`src/core/gdpc_pkg.sv`:
```
// Package of constants and types for the gated delayed-pulse counter
`default_nettype none

package gdpc_pkg;

    // =====================================================================
    // Widths and values
    // =====================================================================
    localparam int          GDPC_WIDTH    = 16;          // Counter width
    localparam logic [15:0] GDPC_ONE      = 16'h0001;    // Last count before terminal
    localparam logic [15:0] GDPC_DECR     = 16'h0001;    // Down-count step
    localparam logic [15:0] GDPC_RST_CNT  = 16'h0000;    // Counter reset value

    // =====================================================================
    // Modes and states
    // =====================================================================
    // Operating mode select
    typedef enum logic [0:0] {
        GDPC_MODE_LEVEL = 1'b0,   // Level-gated delayed pulse
        GDPC_MODE_EDGE  = 1'b1    // Edge-triggered delayed pulse
    } gdpc_mode_type;

    // Sequence states, one-hot
    typedef enum logic [3:0] {
        GDPC_ST_IDLE  = 4'b0001,  // Disarmed
        GDPC_ST_WAIT  = 4'b0010,  // Armed, waiting for gate edge
        GDPC_ST_DELAY = 4'b0100,  // Counting toward first terminal count
        GDPC_ST_PULSE = 4'b1000   // Counting toward second terminal count
    } gdpc_state_type;

endpackage : gdpc_pkg

`default_nettype wire

```
`src/core/gdpc_edge_det.sv`:
```
// Rising-edge detector for synchronous input strobes
`default_nettype none

module gdpc_edge_det
    import gdpc_pkg::*;
(
    input  wire logic sys_clk_in,   // System clock
    input  wire logic sys_rst_in,   // Asynchronous reset, active high
    input  wire logic level_in,     // Level to watch
    output logic      rise_out      // One-cycle pulse on rising edge
);

    // =====================================================================
    // Edge detection
    // =====================================================================
    logic level_reg;                // Previous level

    // Remember last level
    always_ff @(posedge sys_clk_in or posedge sys_rst_in)
    begin
        if (sys_rst_in)
            level_reg <= 1'b0;
        else
            level_reg <= level_in;
    end

    // Rising edge is new high over old low
    assign rise_out = level_in & ~level_reg;

endmodule : gdpc_edge_det

`default_nettype wire

```
`src/core/gdpc_counter.sv`:
```
// Gated delayed-pulse down counter with level and edge modes
//
// Operation
// - Level mode: gate qualifies source edges
// - Level mode: no counting while disarmed
// - Armed level mode: count only while gate active
// - First terminal count reloads from hold
// - Level mode second terminal: load, disarm
// - Level mode: inactive gate stretches delay and pulse
// - Edge mode: start only after armed gate edge
// - Edge mode: ignore gate edges while disarmed
// - Edge mode: count from next source edge
// - Edge mode: disarm after second terminal count
// - Edge mode: gate ignored after trigger
// - Terminal count follows counter value one
`default_nettype none

module gdpc_counter
    import gdpc_pkg::*;
(
    input  wire logic                  sys_clk_in,     // System clock
    input  wire logic                  sys_rst_in,     // Async reset, high
    input  wire logic                  source_in,      // Count source level
    input  wire logic                  gate_in,        // Gate, active high
    input  wire logic                  arm_in,         // Arm command pulse
    input  wire logic                  disarm_in,      // Disarm command pulse
    input  wire logic                  load_cmd_in,    // Load counter command
    input  wire gdpc_mode_type         counter_mode_config_in, // Mode select
    input  wire logic [GDPC_WIDTH-1:0] load_value_in,  // Load register value
    input  wire logic [GDPC_WIDTH-1:0] hold_value_in,  // Hold register value
    output logic [GDPC_WIDTH-1:0]      count_out,      // Counter contents
    output logic                       armed_out,      // Counter armed
    output logic                       terminal_count_event_out, // Event pulse
    output logic                       pulse_out       // Delayed pulse
);

    // =====================================================================
    // Declarations
    // =====================================================================
    gdpc_state_type          state_reg;     // Sequence state
    gdpc_state_type          state_next;    // Next sequence state
    logic [GDPC_WIDTH-1:0]   count_reg;     // Counter value
    logic [GDPC_WIDTH-1:0]   count_next;    // Next counter value
    logic                    term_reg;      // Registered terminal count
    logic                    pulse_reg;     // Registered output pulse
    logic                    armed_reg;     // Registered armed flag
    logic                    src_rise;      // Source rising edge
    logic                    gate_rise;     // Gate rising edge
    logic                    count_en;      // Qualified source edge
    logic                    term_hit;      // Terminal count this edge
    logic                    counting;      // In delay or pulse phase

    // =====================================================================
    // Edge detectors
    // =====================================================================
    gdpc_edge_det u_src_edge (
        .sys_clk_in (sys_clk_in),
        .sys_rst_in (sys_rst_in),
        .level_in   (source_in),
        .rise_out   (src_rise)
    );

    gdpc_edge_det u_gate_edge (
        .sys_clk_in (sys_clk_in),
        .sys_rst_in (sys_rst_in),
        .level_in   (gate_in),
        .rise_out   (gate_rise)
    );

    // Terminal-count test on the value before decrement
    function automatic logic gdpc_at_one(input logic [GDPC_WIDTH-1:0] v);
        return v == GDPC_ONE;
    endfunction : gdpc_at_one

    // =====================================================================
    // Count qualification
    // =====================================================================
    assign counting = (state_reg == GDPC_ST_DELAY) ||
                      (state_reg == GDPC_ST_PULSE);

    // Qualify source edges by mode
    always_comb
    begin
        if (counter_mode_config_in == GDPC_MODE_LEVEL)
            count_en = counting && src_rise && gate_in;
        else
            count_en = counting && src_rise;
        term_hit = count_en && gdpc_at_one(count_reg);
    end

    // =====================================================================
    // Sequence control
    // =====================================================================
    always_comb
    begin
        state_next = state_reg;
        unique case (state_reg)
            GDPC_ST_IDLE:
            begin
                // Arm starts level mode directly, edge mode waits
                if (arm_in)
                begin
                    if (counter_mode_config_in == GDPC_MODE_LEVEL)
                        state_next = GDPC_ST_DELAY;
                    else
                        state_next = GDPC_ST_WAIT;
                end
                // Gate edges ignored while disarmed
            end
            GDPC_ST_WAIT:
            begin
                if (disarm_in)
                    state_next = GDPC_ST_IDLE;
                else if (gate_rise)
                    state_next = GDPC_ST_DELAY;
            end
            GDPC_ST_DELAY:
            begin
                if (disarm_in)
                    state_next = GDPC_ST_IDLE;
                else if (term_hit)
                    state_next = GDPC_ST_PULSE;
            end
            GDPC_ST_PULSE:
            begin
                if (disarm_in || term_hit)
                    state_next = GDPC_ST_IDLE;
            end
        endcase
    end

    // State register
    always_ff @(posedge sys_clk_in or posedge sys_rst_in)
    begin
        if (sys_rst_in)
            state_reg <= GDPC_ST_IDLE;
        else
            state_reg <= state_next;
    end

    // =====================================================================
    // Counter datapath
    // =====================================================================
    always_comb
    begin
        count_next = count_reg;
        if (load_cmd_in && (state_reg == GDPC_ST_IDLE))
            count_next = load_value_in;
        else if (term_hit && (state_reg == GDPC_ST_DELAY))
            count_next = hold_value_in;
        else if (term_hit)
            count_next = load_value_in;
        else if (count_en)
            count_next = count_reg - GDPC_DECR;
    end

    // Counter register
    always_ff @(posedge sys_clk_in or posedge sys_rst_in)
    begin
        if (sys_rst_in)
            count_reg <= GDPC_RST_CNT;
        else
            count_reg <= count_next;
    end

    // =====================================================================
    // Outputs
    // =====================================================================
    // Terminal count pulse, delayed output pulse and armed flag
    // Armed flag registered so the output comes straight from a flop
    always_ff @(posedge sys_clk_in or posedge sys_rst_in)
    begin
        if (sys_rst_in)
        begin
            term_reg  <= 1'b0;
            pulse_reg <= 1'b0;
            armed_reg <= 1'b0;
        end
        else
        begin
            term_reg  <= term_hit;
            pulse_reg <= (state_next == GDPC_ST_PULSE);
            armed_reg <= (state_next != GDPC_ST_IDLE);
        end
    end

    assign count_out                = count_reg;
    assign armed_out                = armed_reg;
    assign terminal_count_event_out = term_reg;
    assign pulse_out                = pulse_reg;

    // =====================================================================
    // Assertions
    // =====================================================================
    hold_gate_a: assert property (
        @(posedge sys_clk_in) disable iff (sys_rst_in)
        (counter_mode_config_in == GDPC_MODE_LEVEL && counting && !gate_in
         && !load_cmd_in && !disarm_in) |=> $stable(count_reg))
        else $error("Counter moved while gate inactive");

    idle_still_a: assert property (
        @(posedge sys_clk_in) disable iff (sys_rst_in)
        (state_reg == GDPC_ST_IDLE && !load_cmd_in)
        |=> $stable(count_reg))
        else $error("Counter moved while disarmed");

    first_reload_a: assert property (
        @(posedge sys_clk_in) disable iff (sys_rst_in)
        (term_hit && state_reg == GDPC_ST_DELAY && !disarm_in)
        |=> count_reg == $past(hold_value_in)
            && state_reg == GDPC_ST_PULSE)
        else $error("First terminal count did not reload hold");

    second_reload_a: assert property (
        @(posedge sys_clk_in) disable iff (sys_rst_in)
        (term_hit && state_reg == GDPC_ST_PULSE)
        |=> count_reg == $past(load_value_in) && !armed_out)
        else $error("Second terminal count did not reload and disarm");

    wait_edge_a: assert property (
        @(posedge sys_clk_in) disable iff (sys_rst_in)
        (state_reg == GDPC_ST_WAIT && !gate_rise)
        |=> state_reg != GDPC_ST_DELAY)
        else $error("Edge mode started without gate edge");

    idle_gate_a: assert property (
        @(posedge sys_clk_in) disable iff (sys_rst_in)
        (state_reg == GDPC_ST_IDLE && !arm_in) |=> !armed_out)
        else $error("Disarmed counter reacted to gate");

    edge_count_a: assert property (
        @(posedge sys_clk_in) disable iff (sys_rst_in)
        (counter_mode_config_in == GDPC_MODE_EDGE && counting && src_rise
         && !gdpc_at_one(count_reg) && !disarm_in && !load_cmd_in)
        |=> count_reg == $past(count_reg) - GDPC_DECR)
        else $error("Edge mode missed a source edge");

    term_value_a: assert property (
        @(posedge sys_clk_in) disable iff (sys_rst_in)
        terminal_count_event_out |-> $past(count_reg) == GDPC_ONE)
        else $error("Terminal count not after value one");

    // Pulse may only start together with the first terminal count
    pulse_span_a: assert property (
        @(posedge sys_clk_in) disable iff (sys_rst_in)
        $rose(pulse_out)
        |-> terminal_count_event_out && state_reg == GDPC_ST_PULSE)
        else $error("Pulse began outside first terminal count");

endmodule : gdpc_counter

`default_nettype wire

```
`config.mk`:
```
export PLATFORM = sky130hd
export DESIGN_NAME = gdpc_counter
export DESIGN_NICKNAME = d
export VERILOG_FILES = /design/src/core/gdpc_pkg.sv /design/src/core/gdpc_edge_det.sv /design/src/core/gdpc_counter.sv
export SDC_FILE = /design/constraint.sdc
export NUM_CORES = 1
export LEC_CHECK = 0
export ABC_AREA = 0
export BUFFER_PORTS_ARGS = -buffer_cell sky130_fd_sc_hd__buf_2
export CORE_ASPECT_RATIO = 1.4
export CORE_MARGIN = 5
export CORE_UTILIZATION = 51
export DETAILED_ROUTE_END_ITERATION = 6
export GPL_TIMING_DRIVEN = 0
export PLACE_DENSITY = 0.9
export SYNTH_ARGS = -nofsm -noshare
export SYNTH_HDL_FRONTEND = slang
export SYNTH_SLANG_ARGS = --single-unit
```
`constraint.sdc`:
```
create_clock -name sys_clk_in -period 2.8 [get_ports sys_clk_in]
set_input_delay 0.28 -clock sys_clk_in [delete_from_list [all_inputs] [get_ports sys_clk_in]]
set_output_delay 0.28 -clock sys_clk_in [all_outputs]
set_load 0.005 [all_outputs]
```
==> parameters.txt <==
Parameter                              Value

Outcome
  Run status    finished, final reports clean

Logic synthesis
  Leading area contributor after synthesis    sky130_fd_sc_hd__dfrtp_1
  Flops & latches, synth    25
  Netlist Area Pre-Place    0.001872 sq mm
  Basic-gate share of the synthesized area counting and, or, nand and nor cells    27.61%
  Sequential-to-total area share from yosys stat    33.49%
  Number of nets in the synthesized netlist    260
  Asr flop ratio synth    100.0%
  Synthesis warning total    0
  Compound-Gate Fraction of Synth Area    25.00%
  Synthesized instance count    218
  Cell types with the largest area share after synthesis    sky130_fd_sc_hd__dfrtp_1 (32%), sky130_fd_sc_hd__a21oi_1 (4.8%), sky130_fd_sc_hd__a22oi_1 (4.0%)
  Share of the synthesized area in the top cell type    32.09%
  Post-Syn Area per Cell    8.586 sq um
  Mux share of post-synthesis cell area    2.340%
  Parity-gate share of the synthesized area counting xor and xnor cells    5.147%
  Post-synth top flop    sky130_fd_sc_hd__dfrtp_1
  Number of synthesized flops with an enable pin    0
  Largest family of logic cells by synthesized area    simple AND/OR/NAND/NOR gates
  Fraction of the mapped netlist area in adder cells    1.337%
  Count of different cell masters after synthesis    56

Worst setup path
  Worst setup SP type    register
  Startpoint of the most critical register-to-register path    count_out[1]$_DFFE_PP0P_
  Critical Path Max Stage Delay    0.49 ns
  Slack of the worst reg-to-reg path    0.20 ns
  Data required time at the worst endpoint    2.96 ns
  Maximum fanout encountered on the critical timing path    10
  R2r endpoint    armed_out$_DFF_PP0_
  Ordered list of cells on the worst path    inv_1 -> ha_1 -> nor4b_1 -> nand4_1 -> buf_2 -> nor2_4 -> o22ai_1 -> or4b_4
  Critical Path End Type    register
  Arr. time, crit path    2.75 ns
  Slowest stage cell on the critical path    sky130_fd_sc_hd__or4b_4
  Category of the most critical setup path    reg2reg
  Worst R2R Path Depth    8
  Worst path top cell family by delay    simple AND/OR/NAND/NOR gates
  Worst path buffer plus inverter count    2

Clock network
  Number of buffers created by CTS    3
  Number of buffers inserted to repair setup after CTS    0
  CTS Root Buffer Type    sky130_fd_sc_hd__clkbuf_8
  Clk Latency, worst-skew pair    0.28 ns
  Hold-fix buffer count after cts    0
  Clock slew at reported path FFs    0.10 ns
  TritonCTS clock tree    built
  Clock net sink count    25
  Clk buf depth    2
  CTS-repair resized insts    0
  Count of H-tree levels built during CTS    1

Die
  # IOs    59
  Row cnt    26
  Die boundary height    81.68 um
  Width of the die    61.20 um
  Core area    0.003611 sq mm
  Die outline area    0.004999 sq mm
  Starting utilization of the core area    51.84%

Hold path
  Hold endpoint    u_src_edge.level_reg$_DFF_PP0_
  Hold WC Path Type    in2reg
  Instance count along the most critical hold path    1
  Worst min-delay path startpoint    source_in

STA
  Setup repair after global routing missed its margin    false
  Share of the clock period used by the worst path    92.72%
  Hold Slack    0.1220 ns
  Count of endpoints failing setup in the final report    0
  Post-route minimum period    2.596 ns
  Total negative slack    0 ns
  Highest clock rate    385.2 MHz
  Remaining max-slew budget at the tightest pin    31.86%
  Count of final hold-check violations    0
  Max Transition Viols Final    0
  Worst clock skew    0.003742 ns
  Transition time at the pin with the least slew margin    1.021 ns

Power and ir drop
  Power Total    1.970 mW
  Total power density per cell area    872.0 mW/mm^2
  Worst supply voltage drop on vdd    475.7 uV
  Leakage Power    0.9083 nW

Layout
  Synth-to-layout area growth    20.72%
  Number of nets in the final layout    323
  Ant. Diodes    0
  Flip-flop count of the largest register, all copies and words added    16
  Fraction of layout cells with a size suffix above 1    30.00%
  Final standard cell count with taps included and fillers excluded    322

Global routing
  Global-route wire length before repair    9004 um
  Remaining global-route overflow    0
  Antenna violations before repair    0
  Overall track demand over capacity in global routing    23.56%
  Number of global-route vias before repair    1910
  Maximum number of pins on one net before global-route repair    26

Detailed routing
  Routed wire length on met2    2841 um
  Highest Signal Layer    met4
  Average wire per cell in the routed design    17.37 um
  Sum of routed wire length over all layers    5593 um
  Routed metal-1 wirelength    2217 um
  Detail Route Antenna Nets    0
  Residual DRC    0
  DRC violation total after the first TritonRoute iteration    144
  Met3 WL post-DR    444 um
  Via count normalized by instance count    6.292
  Count of TritonRoute iterations in the first routing pass    5
  Via count    2026

Place
  Post-detail-place hpwl    4147 um
  Number of cells in the design after placement    318
  Count of input and output buffers    58
  Placer Congestion    0.9147

Run
  Number of maximum-capacitance violations    0
==> how the worst max path moves through the flow <==
stage                        startpoint                   to  depth (start not counted)
2_1_floorplan  count_out[1]$_DFFE_PP0P_  armed_out$_DFF_PP0_                          7
3_3_place_gp   count_out[1]$_DFFE_PP0P_  armed_out$_DFF_PP0_                          8
3_5_place_dp   count_out[1]$_DFFE_PP0P_  armed_out$_DFF_PP0_                          8
4_1_cts        count_out[1]$_DFFE_PP0P_  armed_out$_DFF_PP0_                          8
5_1_grt        count_out[1]$_DFFE_PP0P_  armed_out$_DFF_PP0_                          8
6_report       count_out[1]$_DFFE_PP0P_  armed_out$_DFF_PP0_                          8
==> cells by family (layout without fill, tap and decap cells) <==
family | Yosys count | in the layout
AOI/OAI and AO/OA | 70 | 70
muxes | 4 | 4
adders and majority gates | 2 | 2
and+or+nand+nor | 84 | 84
DFF | 25 | 25
xor gates and xnor gates | 11 | 11
buffers and inverters | 22 | 84
==> where the power goes <==
group | switching, mW | total (mW) | internal, mW
logic | 0.583 | 1.04 | 0.462
clock network | 0.128 | 0.230 | 0.102
registers | 0.199 | 0.696 | 0.497
total | 0.909 | 1.97 | 1.06
==> cells in the mapped netlist, types with 2 or more instances <==
library cell and n:
sky130_fd_sc_hd__xnor2_1 6, sky130_fd_sc_hd__nand2b_1 3, sky130_fd_sc_hd__or4_1 2, sky130_fd_sc_hd__o31ai_1 6
sky130_fd_sc_hd__or3_1 3, sky130_fd_sc_hd__o21ai_0 14, sky130_fd_sc_hd__clkbuf_1 8, sky130_fd_sc_hd__o21ai_1 3
sky130_fd_sc_hd__dfrtp_1 24, sky130_fd_sc_hd__buf_1 2, sky130_fd_sc_hd__o211ai_1 2, sky130_fd_sc_hd__nand2_1 18
sky130_fd_sc_hd__buf_2 4, sky130_fd_sc_hd__nor4_1 5, sky130_fd_sc_hd__ha_1 2, sky130_fd_sc_hd__mux2_2 3
sky130_fd_sc_hd__nor3_1 13, sky130_fd_sc_hd__o21a_1 2, sky130_fd_sc_hd__nor2_1 9, sky130_fd_sc_hd__nand3_1 9
sky130_fd_sc_hd__nand4_1 4, sky130_fd_sc_hd__a32oi_1 3, sky130_fd_sc_hd__o22ai_1 2, sky130_fd_sc_hd__nor3b_1 2
sky130_fd_sc_hd__a21oi_1 18, sky130_fd_sc_hd__nand3b_1 2, sky130_fd_sc_hd__xor2_1 5, sky130_fd_sc_hd__a22oi_1 10
sky130_fd_sc_hd__inv_1 7
==> metrics by stage <==
stage | setup slack, ns | instance area [sq um] | util (%)
final | 0.2037 | 2260 | 62.58
after global routing | 0.02062 | 2260 | 62.58
after CTS | 0.2429 | 2260 | 62.58
after detailed placement | 0.2793 | 2215 | 61.33
after global placement | 0.3055 | 2215 | 61.33
after floorplan | 0.5184 | 1872 | -
==> metal layers <==
metal | vias up | global-route usage [%]
met1 | 944 | 29.66
met2 | 116 | 40.68
met3 | 15 | 3.302
li1 | 951 | -
met4 | 0 | 7.158
met5 | - | 0
==> cell usage in the layout, fill, tap and decap left out, types with 2 or more instances in the layout <==
cell,netlist,final
sky130_fd_sc_hd__nor3_1,13,13
sky130_fd_sc_hd__xnor2_1,6,6
sky130_fd_sc_hd__nor2_1,9,9
sky130_fd_sc_hd__a32oi_1,3,3
sky130_fd_sc_hd__o31ai_1,6,6
sky130_fd_sc_hd__nand2b_1,3,3
sky130_fd_sc_hd__clkbuf_1,8,9
sky130_fd_sc_hd__ha_1,2,2
sky130_fd_sc_hd__or4_1,2,2
sky130_fd_sc_hd__buf_1,2,2
sky130_fd_sc_hd__nor3b_1,2,2
sky130_fd_sc_hd__buf_2,4,62
sky130_fd_sc_hd__a21oi_1,18,18
sky130_fd_sc_hd__o22ai_1,2,2
sky130_fd_sc_hd__o21a_1,2,2
sky130_fd_sc_hd__nand4_1,4,4
sky130_fd_sc_hd__nor4_1,5,5
sky130_fd_sc_hd__nand2_1,18,18
sky130_fd_sc_hd__inv_1,7,7
sky130_fd_sc_hd__or3_1,3,3
sky130_fd_sc_hd__a22oi_1,10,10
sky130_fd_sc_hd__nand3b_1,2,2
sky130_fd_sc_hd__o21ai_1,3,3
sky130_fd_sc_hd__o21ai_0,14,14
sky130_fd_sc_hd__dfrtp_1,24,24
sky130_fd_sc_hd__clkbuf_8,0,3
sky130_fd_sc_hd__o211ai_1,2,2
sky130_fd_sc_hd__mux2_2,3,3
sky130_fd_sc_hd__xor2_1,5,5
sky130_fd_sc_hd__nand3_1,9,9
==> cell type report <==
type / count / area [sq um]
Fill cell: 318 / 1351
Multi-Input combinational cell: 171 / 1150
Sequential cell: 25 / 626.9
Timing Repair Buffer: 58 / 290.3
Buffer: 15 / 68.82
Tap cell: 42 / 52.55
Clock buffer: 4 / 45.04
Inverter: 7 / 26.28
Note: power is estimated with default switching activity, not from simulation.
